### src/hfpd_pkg.sv
// Package: constants, datagram layouts and structs for the heater process-data block
package hfpd_pkg;

    localparam int          HFPD_CHANNELS      = 12;
    localparam int          HFPD_PCT_CHANNELS  = 10;
    localparam int          HFPD_WORD_OUT_LEN  = 37;
    localparam int          HFPD_SHORT_OUT_LEN = 13;
    localparam int          HFPD_WORD_IN_LEN   = 5;
    localparam int          HFPD_BYTE_OUT_LEN  = 11;
    localparam int          HFPD_BYTE_IN_LEN   = 6;
    localparam int          HFPD_USER_PRM_LEN  = 5;
    localparam int          HFPD_MAX_BYTES     = 74;
    localparam int          HFPD_IDX_W         = 7;

    // Output datagram layout
    localparam int          HFPD_CMD_ON_BIT    = 4;
    localparam int          HFPD_SETPT_WORD0   = 1;
    localparam int          HFPD_LAMP_SERVICE_VOLTAGE_WORD0    = 13;
    localparam int          HFPD_NOMP_WORD0    = 25;

    // Input byte 0 layout
    localparam int          HFPD_IN_SECTOR_BIT = 7;
    localparam int          HFPD_IN_HEAT_BIT   = 6;
    localparam int          HFPD_IN_CUT_BIT    = 5;
    localparam int          HFPD_IN_ON_BIT     = 4;
    localparam int          HFPD_IN_OVLD_BIT   = 3;
    localparam int          HFPD_IN_RANGE_BIT  = 2;

    localparam logic [7:0]  HFPD_PCT_MAX       = 8'h64;
    localparam logic [15:0] HFPD_LOW_SECTOR_V  = 16'h0168;
    localparam logic [7:0]  HFPD_ZERO_BYTE     = 8'h00;

    typedef enum logic [1:0]
    {
        HFPD_PROTO_FULL  = 2'h0,
        HFPD_PROTO_SHORT = 2'h1,
        HFPD_PROTO_BYTE  = 2'h2
    } hfpd_proto_t;

    typedef struct packed
    {
        logic sector_default_alarm;
        logic overheat_alarm;
        logic cutout_alarm;
        logic overload_alarm;
    } hfpd_alarm_t;

    typedef struct packed
    {
        logic                             regulation_on;
        logic [HFPD_CHANNELS-1:0][15:0]   power_watts;
        logic [HFPD_CHANNELS-1:0][15:0]   lamp_service_voltage;
        logic [HFPD_CHANNELS-1:0][15:0]   nominal_power;
        logic [HFPD_PCT_CHANNELS-1:0][7:0] power_percent;
        logic                             use_local_params;
    } hfpd_settings_t;

endpackage : hfpd_pkg

### src/hfpd_addr_latch.sv
// Slave address capture from the rotary switches at power-up
`timescale 1ns/1ps
module hfpd_addr_latch
    import hfpd_pkg::*;
(
    input  wire logic       sys_clk_in,
    input  wire logic       rstn_in,
    input  wire logic [3:0] address_low_switch_in,
    input  wire logic [3:0] address_high_switch_in,
    output logic      [7:0] slave_bus_address_out,
    output logic            address_valid_out
);

    typedef struct packed
    {
        logic [7:0] sync1;
        logic [7:0] sync2;
        logic [1:0] settle;
        logic [7:0] addr;
        logic       valid;
    } hfpd_addr_state_t;

    hfpd_addr_state_t st_r;
    hfpd_addr_state_t st_nxt;

    always_comb
    begin
        st_nxt       = st_r;
        st_nxt.sync1 = {address_high_switch_in, address_low_switch_in};
        st_nxt.sync2 = st_r.sync1;
        if (!st_r.valid)
        begin
            // Wait until the synchroniser holds switch values, then freeze
            if (st_r.settle != 2'h3)
            begin
                st_nxt.settle = st_r.settle + 2'h1;
            end
            else
            begin
                st_nxt.addr  = st_r.sync2;
                st_nxt.valid = 1'b1;
            end
        end
    end

    always_ff @(posedge sys_clk_in or negedge rstn_in)
    begin
        if (!rstn_in)
        begin
            st_r <= '0;
        end
        else
        begin
            st_r <= st_nxt;
        end
    end

    assign slave_bus_address_out = st_r.addr;
    assign address_valid_out     = st_r.valid;

endmodule : hfpd_addr_latch

### src/hfpd_in_builder.sv
// Input datagram byte builder for all protocols
`timescale 1ns/1ps
module hfpd_in_builder
    import hfpd_pkg::*;
(
    input  wire logic        sys_clk_in,
    input  wire logic        rstn_in,
    input  wire hfpd_proto_t proto_in,
    input  wire hfpd_alarm_t alarms_in,
    input  wire logic        regulation_on_in,
    input  wire logic [15:0] supply_voltage_in,
    input  wire logic [HFPD_CHANNELS-1:0] dead_lamp_in,
    input  wire logic [HFPD_CHANNELS-1:0] power_not_ok_in,
    input  wire logic [HFPD_IDX_W-1:0]    rd_idx_in,
    output logic      [7:0]  rd_data_out
);

    typedef struct packed
    {
        logic [7:0] data;
    } hfpd_inb_state_t;

    hfpd_inb_state_t st_r;
    hfpd_inb_state_t st_nxt;
    logic [7:0]      status_byte;
    logic [15:0]     dead_bytes;
    logic [15:0]     pnok_word;

    always_comb
    begin
        status_byte                      = HFPD_ZERO_BYTE;
        status_byte[HFPD_IN_SECTOR_BIT]  = alarms_in.sector_default_alarm;
        status_byte[HFPD_IN_HEAT_BIT]    = alarms_in.overheat_alarm;
        status_byte[HFPD_IN_CUT_BIT]     = alarms_in.cutout_alarm;
        status_byte[HFPD_IN_ON_BIT]      = regulation_on_in;
        status_byte[HFPD_IN_OVLD_BIT]    = alarms_in.overload_alarm;
        status_byte[HFPD_IN_RANGE_BIT]   = (supply_voltage_in < HFPD_LOW_SECTOR_V);
        // Lamp 1 in bit 8 up to lamp 8 in bit 15, lamps 9,10 in byte 5 bits 0,1
        dead_bytes = {dead_lamp_in[7:0], 6'h00, dead_lamp_in[9], dead_lamp_in[8]};
        pnok_word  = {4'h0, power_not_ok_in};
        st_nxt.data = HFPD_ZERO_BYTE;
        if (proto_in == HFPD_PROTO_BYTE)
        begin
            unique case (rd_idx_in)
                7'h00:   st_nxt.data = status_byte;
                7'h02:   st_nxt.data = supply_voltage_in[15:8];
                7'h03:   st_nxt.data = supply_voltage_in[7:0];
                7'h04:   st_nxt.data = dead_bytes[15:8];
                7'h05:   st_nxt.data = dead_bytes[7:0];
                default: st_nxt.data = HFPD_ZERO_BYTE;
            endcase
        end
        else
        begin
            unique case (rd_idx_in)
                7'h00:   st_nxt.data = status_byte;
                7'h02:   st_nxt.data = pnok_word[15:8];
                7'h03:   st_nxt.data = pnok_word[7:0];
                7'h04:   st_nxt.data = {4'h0, dead_lamp_in[11:8]};
                7'h05:   st_nxt.data = dead_lamp_in[7:0];
                7'h08:   st_nxt.data = supply_voltage_in[15:8];
                7'h09:   st_nxt.data = supply_voltage_in[7:0];
                default: st_nxt.data = HFPD_ZERO_BYTE;
            endcase
        end
    end

    always_ff @(posedge sys_clk_in or negedge rstn_in)
    begin
        if (!rstn_in)
        begin
            st_r <= '0;
        end
        else
        begin
            st_r <= st_nxt;
        end
    end

    assign rd_data_out = st_r.data;

endmodule : hfpd_in_builder

### src/hfpd_process_data.sv
// Top: process-data mapping of the heater regulator fieldbus slave
`timescale 1ns/1ps
module hfpd_process_data
    import hfpd_pkg::*;
(
    input  wire logic                     sys_clk_in,
    input  wire logic                     rstn_in,
    input  wire hfpd_proto_t              proto_in,
    input  wire logic                     frame_start_in,
    input  wire logic                     out_byte_valid_in,
    input  wire logic [7:0]               out_byte_in,
    input  wire logic                     frame_end_in,
    input  wire logic                     prm_byte_valid_in,
    input  wire logic [7:0]               prm_byte_in,
    input  wire logic [HFPD_IDX_W-1:0]    in_rd_idx_in,
    output logic      [7:0]               in_rd_data_out,
    output logic      [HFPD_IDX_W-1:0]    in_len_out,
    output logic      [HFPD_IDX_W-1:0]    out_len_out,
    output logic                          ext_diag_len_zero_out,
    input  wire logic [HFPD_CHANNELS-1:0][15:0] local_service_voltage_in,
    input  wire logic [HFPD_CHANNELS-1:0][15:0] local_nominal_power_in,
    input  wire hfpd_alarm_t              alarms_in,
    input  wire logic [15:0]              supply_voltage_in,
    input  wire logic [HFPD_CHANNELS-1:0] dead_lamp_in,
    input  wire logic [HFPD_CHANNELS-1:0] power_not_ok_in,
    input  wire logic [3:0]               address_low_switch_in,
    input  wire logic [3:0]               address_high_switch_in,
    output logic      [7:0]               slave_bus_address_out,
    output logic                          address_valid_out,
    output hfpd_settings_t                settings_out,
    output logic                          settings_update_out,
    output logic                          frame_error_out
);

    typedef enum logic [2:0]
    {
        HFPD_ST_IDLE = 3'b001,
        HFPD_ST_RECV = 3'b010,
        HFPD_ST_DONE = 3'b100
    } hfpd_fsm_t;

    typedef struct packed
    {
        hfpd_fsm_t                          fsm;
        logic [HFPD_IDX_W-1:0]              count;
        logic [HFPD_MAX_BYTES-1:0][7:0]     shadow;
        hfpd_settings_t                     applied;
        logic                               update;
        logic                               error;
        logic [2:0]                         prm_count;
    } hfpd_state_t;

    hfpd_state_t st_r;
    hfpd_state_t st_nxt;

    function automatic logic [HFPD_IDX_W-1:0] out_len(input hfpd_proto_t p);
        unique case (p)
            HFPD_PROTO_FULL:  out_len = 7'(2 * HFPD_WORD_OUT_LEN);
            HFPD_PROTO_SHORT: out_len = 7'(2 * HFPD_SHORT_OUT_LEN);
            default:          out_len = 7'(HFPD_BYTE_OUT_LEN);
        endcase
    endfunction : out_len

    function automatic logic [HFPD_IDX_W-1:0] in_len(input hfpd_proto_t p);
        if (p == HFPD_PROTO_BYTE)
        begin
            in_len = 7'(HFPD_BYTE_IN_LEN);
        end
        else
        begin
            in_len = 7'(2 * HFPD_WORD_IN_LEN);
        end
    endfunction : in_len

    // Word n (zero based) from the shadow, high byte first
    function automatic logic [15:0] word_at(input logic [HFPD_MAX_BYTES-1:0][7:0] sh, input int n);
        word_at = {sh[2*n], sh[2*n+1]};
    endfunction : word_at

    function automatic logic [7:0] clamp_pct(input logic [7:0] v);
        clamp_pct = (v > HFPD_PCT_MAX) ? HFPD_PCT_MAX : v;
    endfunction : clamp_pct

    logic [HFPD_IDX_W-1:0] exp_len;
    assign exp_len = out_len(proto_in);

    always_comb
    begin
        st_nxt        = st_r;
        st_nxt.update = 1'b0;
        // User parameter bytes are counted but never acted on
        if (prm_byte_valid_in && st_r.prm_count != 3'(HFPD_USER_PRM_LEN))
        begin
            st_nxt.prm_count = st_r.prm_count + 3'h1;
        end
        unique case (st_r.fsm)
            HFPD_ST_IDLE:
            begin
                if (frame_start_in)
                begin
                    st_nxt.fsm   = HFPD_ST_RECV;
                    st_nxt.count = '0;
                end
            end
            HFPD_ST_RECV:
            begin
                if (out_byte_valid_in)
                begin
                    if (st_r.count < exp_len)
                    begin
                        st_nxt.shadow[st_r.count] = out_byte_in;
                        st_nxt.count              = st_r.count + 7'h1;
                    end
                    else
                    begin
                        st_nxt.error = 1'b1;
                    end
                end
                if (frame_end_in)
                begin
                    // Short datagram, or overlong one whose frame end comes with its last byte, is dropped whole
                    if (st_nxt.count == exp_len && !(out_byte_valid_in && st_r.count >= exp_len))
                    begin
                        st_nxt.fsm   = HFPD_ST_DONE;
                        st_nxt.error = 1'b0;
                    end
                    else
                    begin
                        st_nxt.fsm   = HFPD_ST_IDLE;
                        st_nxt.error = 1'b1;
                    end
                end
            end
            HFPD_ST_DONE:
            begin
                st_nxt.fsm    = HFPD_ST_IDLE;
                st_nxt.update = 1'b1;
                st_nxt.applied.use_local_params = (proto_in == HFPD_PROTO_SHORT);
                if (proto_in == HFPD_PROTO_BYTE)
                begin
                    st_nxt.applied.regulation_on = st_r.shadow[0][HFPD_CMD_ON_BIT];
                    for (int c = 0; c < HFPD_PCT_CHANNELS; c++)
                    begin
                        st_nxt.applied.power_percent[c] = clamp_pct(st_r.shadow[c+1]);
                    end
                end
                else
                begin
                    // Only bit weight 10000 of byte 0; byte 1 is ignored
                    st_nxt.applied.regulation_on = st_r.shadow[0][HFPD_CMD_ON_BIT];
                    for (int c = 0; c < HFPD_CHANNELS; c++)
                    begin
                        st_nxt.applied.power_watts[c] = word_at(st_r.shadow, HFPD_SETPT_WORD0 + c);
                        if (proto_in == HFPD_PROTO_FULL)
                        begin
                            st_nxt.applied.lamp_service_voltage[c] =
                                word_at(st_r.shadow, HFPD_LAMP_SERVICE_VOLTAGE_WORD0 + c);
                            st_nxt.applied.nominal_power[c] =
                                word_at(st_r.shadow, HFPD_NOMP_WORD0 + c);
                        end
                        else
                        begin
                            st_nxt.applied.lamp_service_voltage[c] = local_service_voltage_in[c];
                            st_nxt.applied.nominal_power[c]        = local_nominal_power_in[c];
                        end
                    end
                end
            end
            default:
            begin
                st_nxt.fsm = HFPD_ST_IDLE;
            end
        endcase
    end

    always_ff @(posedge sys_clk_in or negedge rstn_in)
    begin
        if (!rstn_in)
        begin
            st_r     <= '0;
            st_r.fsm <= HFPD_ST_IDLE;
        end
        else
        begin
            st_r <= st_nxt;
        end
    end

    assign settings_out          = st_r.applied;
    assign settings_update_out   = st_r.update;
    assign frame_error_out       = st_r.error;
    assign in_len_out            = in_len(proto_in);
    assign out_len_out           = exp_len;
    assign ext_diag_len_zero_out = 1'b1;

    hfpd_in_builder u_in_builder
    (
        .sys_clk_in        (sys_clk_in),
        .rstn_in           (rstn_in),
        .proto_in          (proto_in),
        .alarms_in         (alarms_in),
        .regulation_on_in  (st_r.applied.regulation_on),
        .supply_voltage_in (supply_voltage_in),
        .dead_lamp_in      (dead_lamp_in),
        .power_not_ok_in   (power_not_ok_in),
        .rd_idx_in         (in_rd_idx_in),
        .rd_data_out       (in_rd_data_out)
    );

    hfpd_addr_latch u_addr_latch
    (
        .sys_clk_in             (sys_clk_in),
        .rstn_in                (rstn_in),
        .address_low_switch_in  (address_low_switch_in),
        .address_high_switch_in (address_high_switch_in),
        .slave_bus_address_out  (slave_bus_address_out),
        .address_valid_out      (address_valid_out)
    );

endmodule : hfpd_process_data

### config.mk
export PLATFORM = sky130hd
export DESIGN_NAME = hfpd_process_data
export DESIGN_NICKNAME = d
export VERILOG_FILES = /design/src/hfpd_pkg.sv /design/src/hfpd_addr_latch.sv /design/src/hfpd_in_builder.sv /design/src/hfpd_process_data.sv
export SDC_FILE = /design/constraint.sdc
export NUM_CORES = 2
export LEC_CHECK = 0
export BUFFER_PORTS_ARGS = -buffer_cell sky130_fd_sc_hd__buf_2
export CORE_AREA = 2 2 454 456
export DETAILED_ROUTE_END_ITERATION = 6
export DIE_AREA = 0 0 456 458
export PLACE_DENSITY = 0.52
export RECOVER_POWER = 25
export SETUP_SLACK_MARGIN = 0.1
export SLEW_MARGIN = 10
export SYNTH_ARGS = -nofsm -noshare
export SYNTH_HDL_FRONTEND = slang
export SYNTH_SLANG_ARGS = --single-unit
### constraint.sdc
create_clock -name sys_clk_in -period 2.9 [get_ports sys_clk_in]
set_input_delay 0.29 -clock sys_clk_in [delete_from_list [all_inputs] [get_ports sys_clk_in]]
set_output_delay 0.29 -clock sys_clk_in [all_outputs]
set_load 0.02 [all_outputs]
==> impl_metrics.json <==
{
  "status": "finished with violations",
  "violations": "max-capacitance violations, max-slew violations",
  "power.density_nw_per_um2": 590.6,
  "drcViolationCount": 0,
  "skew_ns": 0.03467,
  "clkLatencyLatePin_ns": 0.80,
  "setup_viol": 0,
  "postRouteWirelength_mm": 209.8,
  "final_cell_area_um2": 71440,
  "maxSlewViolCount": 93,
  "gp_congestion": 0.9137,
  "synth_cell_types": 66,
  "crit_chain": "ha_4 > o21a_1 > or3b_4 > nor4_4 > nand3_4 > buf_12 > nor2_4 > mux2_2",
  "hpwl_mm": 153.2,
  "hold_class": "input port to flop",
  "grt_max_degree": 134,
  "maxSlewHeadroom_pct": -53.56,
  "cts-buffers-inserted": 147,
  "htreeDepth": 4,
  "grt_setup_unrepaired": "false",
  "synthTopCellsByArea": "dfrtp_1, nand2_1, buf_4, mux2_2, o21ai_0",
  "grt_usage_pct": 19.54,
  "root_buffer": "clkbuf_16",
  "worstSetupPathType": "flop to flop",
  "irDropWorstVdd_mv": 0.5259,
  "start_util_pct": 27.54,
  "cpPeakStageDelay_ns": 0.43,
  "hold_viol": 0,
  "synth_top_cell_by_area": "dfrtp_1",
  "drtPass1Iterations": 6,
  "synth_top_area_share_pct": 57.48,
  "gr-total-overflow": 0,
  "cts.path.max_buffers": 3,
  "crit_path_max_fanout": 8,
  "cp_data_required_time_ns": 3.57,
  "die_area_um2": 208800,
  "syn_area_um2": 56120,
  "fin_crit_sh_pct": 93.36,
  "startpoint_type": "flop",
  "synthArstFlopShare_pct": 100.0,
  "r2r_slack_ns": 0.19,
  "drive_gt1_share_pct": 29.08,
  "ys_seq_elements": 1290,
  "placed_area_um2": 62400,
  "path_clk_slew_ns": 0.06,
  "min_period_ns": 2.707,
  "grt_antenna_before_repair": 23,
  "synth_cells": 5667,
  "core_area_um2": 203800,
  "synth_edf_count": 0,
  "crit_arrival_ns": 3.38,
  "multi_input_area_um2": 17590,
  "slowest_stage": "dfrtp_1",
  "fin_nets": 7098,
  "cap_violations": 1,
  "dieHeight_um": 458,
  "cts_tree": "done",
  "grt_pass1_vias": 43900,
  "postRouteAntennaNets": 0,
  "grt_pass1_wl_mm": 304.1,
  "vias": 43756,
  "io_buffers": 1139,
  "syn_avg_cell_area_um2": 9.903,
  "p_leak_nw": 34.46,
  "avgViaCountPerCell": 4.639,
  "numClockSinks": 1290,
  "timing.fmax_mhz": 369.4,
  "yosys_most_used_dff": "dfrtp_1",
  "yosys_warnings": 0,
  "drt_iter0_markers": 3243,
  "fin_tns_setup_ns": 0,
  "drt-wirelength-per-cell_um": 22.24,
  "synth_seq_area_share_pct": 57.53,
  "tightestPinTransition_ns": 2.303,
  "fillers": 20584,
  "die_w_um": 456,
  "crit_path_end_kind": "flop",
  "io_pins": 1159,
  "synthToLayoutAreaGrowth_pct": 27.30,
  "std_cell_rows": 166,
  "register_area_um2": 32280
}
through the flow:
step	total power, W	utilization, %	cells	hold slack [ns]	setup slack, ns
floorplan	0.02157	-	5675	-0.005591	-0.1661
global placement	0.02321	30.63	8740	0.3338	-0.1163
detailed placement	0.02327	30.63	8740	0.3358	-0.1498
CTS	0.04274	35.10	9422	0.002976	0.1011
global route	0.04381	35.06	9429	0.02238	0.1088
finish	0.04219	35.06	9433	0.08557	0.1927
where the power goes:
group | switching (W) | total [W] | internal, W | leakage, nW
logic | 0.00284 | 0.00440 | 0.00157 | 14.9
registers | 0.000377 | 0.0189 | 0.0186 | 17.2
clock network | 0.00775 | 0.0188 | 0.0111 | 2.40
total | 0.0110 | 0.0422 | 0.0312 | 34.5
logic make-up after synthesis:
family / synth area share (%)
adders and majority gates: 0.1115
AOI/OAI and AO/OA: 10.83
and+or+nand+nor: 13.84
DFF: 57.53
xor gates and xnor gates: 0.07805
muxes: 5.942
buffers and inverters: 11.66
other: 0.01338
synthesized netlist by cell type, drive strengths merged (17+ instances only):
| cell type | count |
|---|---|
| a21oi | 33 |
| inv | 27 |
| buf | 713 |
| nand3 | 38 |
| clkbuf | 314 |
| a22o | 40 |
| a31oi | 386 |
| nand2 | 1402 |
| and2 | 17 |
| dfrtp | 1289 |
| nor2 | 441 |
| o21ai | 546 |
| mux2 | 289 |
sequential cells by signal, indices dropped and copies added, names as in the netlist:
signal,cells
settings_out,658
u_addr_latch.slave_bus_address_out,8
u_addr_latch.st_nxt,8
u_in_builder.rd_data_out,8
st_r,595
u_addr_latch.address_valid_out,1
settings_update_out,1
u_addr_latch.st_r,10
frame_error_out,1
layout by cell type (no fill, tap or decap), types with 11 or more instances in the layout:
cell type,synthesis,layout
clkbuf_16,0,150
a31oi_1,386,386
o21ai_1,3,13
mux2_2,289,260
o21ai_0,543,533
buf_2,17,1136
mux2_4,0,29
diode_2,0,11
and2_1,17,17
a21oi_1,33,33
buf_12,0,105
buf_4,681,145
a22o_1,40,40
inv_1,26,26
nand2_1,1398,1388
clkbuf_1,314,42
nand3_1,36,32
dlygate4sd3_1,0,424
clkinv_2,0,20
clkbuf_8,0,30
dfrtp_1,1289,1288
nor2_1,434,432
path summary, 6_finish.rpt:
path,to,cells past startpoint,from
max,st_r[1006],8,st_r[1261]
min,st_r[1063],2,out_byte_in[0]
max reg2reg,st_r[1006],8,st_r[1261]
min reg2reg,u_addr_latch.st_r[17],0,u_addr_latch.st_nxt[17]
max in group asynchronous,settings_out[613],3,rstn_in
min in group asynchronous,settings_out[220],2,rstn_in
critical path, delay by kind of cell (launching register included):
family                   cells  cell delay, ns
multiplexers                 1            0.38
AND/OR/NAND/NOR              4            1.20
flip-flops                   1            0.43
buffers and inverters        1            0.17
AO/OA/AOI/OAI                1            0.13
adder cells (fa/ha/maj)      1            0.26
final cells by class:
| type | count | share of cell area (%) |
|---|---|---|
| inverter | 27 | 0.1524 |
| sequential | 1290 | 45.19 |
| clock inverter | 45 | 0.7951 |
| tap | 2688 | 4.708 |
| timing repair buffer | 1829 | 18.49 |
| multi-input combinational | 3331 | 24.63 |
| antenna | 11 | 0.03853 |
| clock buffer | 212 | 6.000 |
metal layers:
metal	up-vias	track usage [%]	wire length, µm
li1	20170	-	-
met1	21747	24.51	87540
met2	1452	31.82	99700
met3	371	5.564	14630
met4	16	7.359	7815
met5	-	0	113
timing repair:
item / 4_1_cts / 5_1_grt
resized for setup: 0 / 2
buffers inserted: 1 / 0
pin swaps: 2 / 2
setup endpoints to repair: 1 / 33
cloned: 0 / 0
hold endpoints to repair: 496 / 0
hold buffers: 424 / 0
Note: power is estimated with default switching activity, not from simulation.
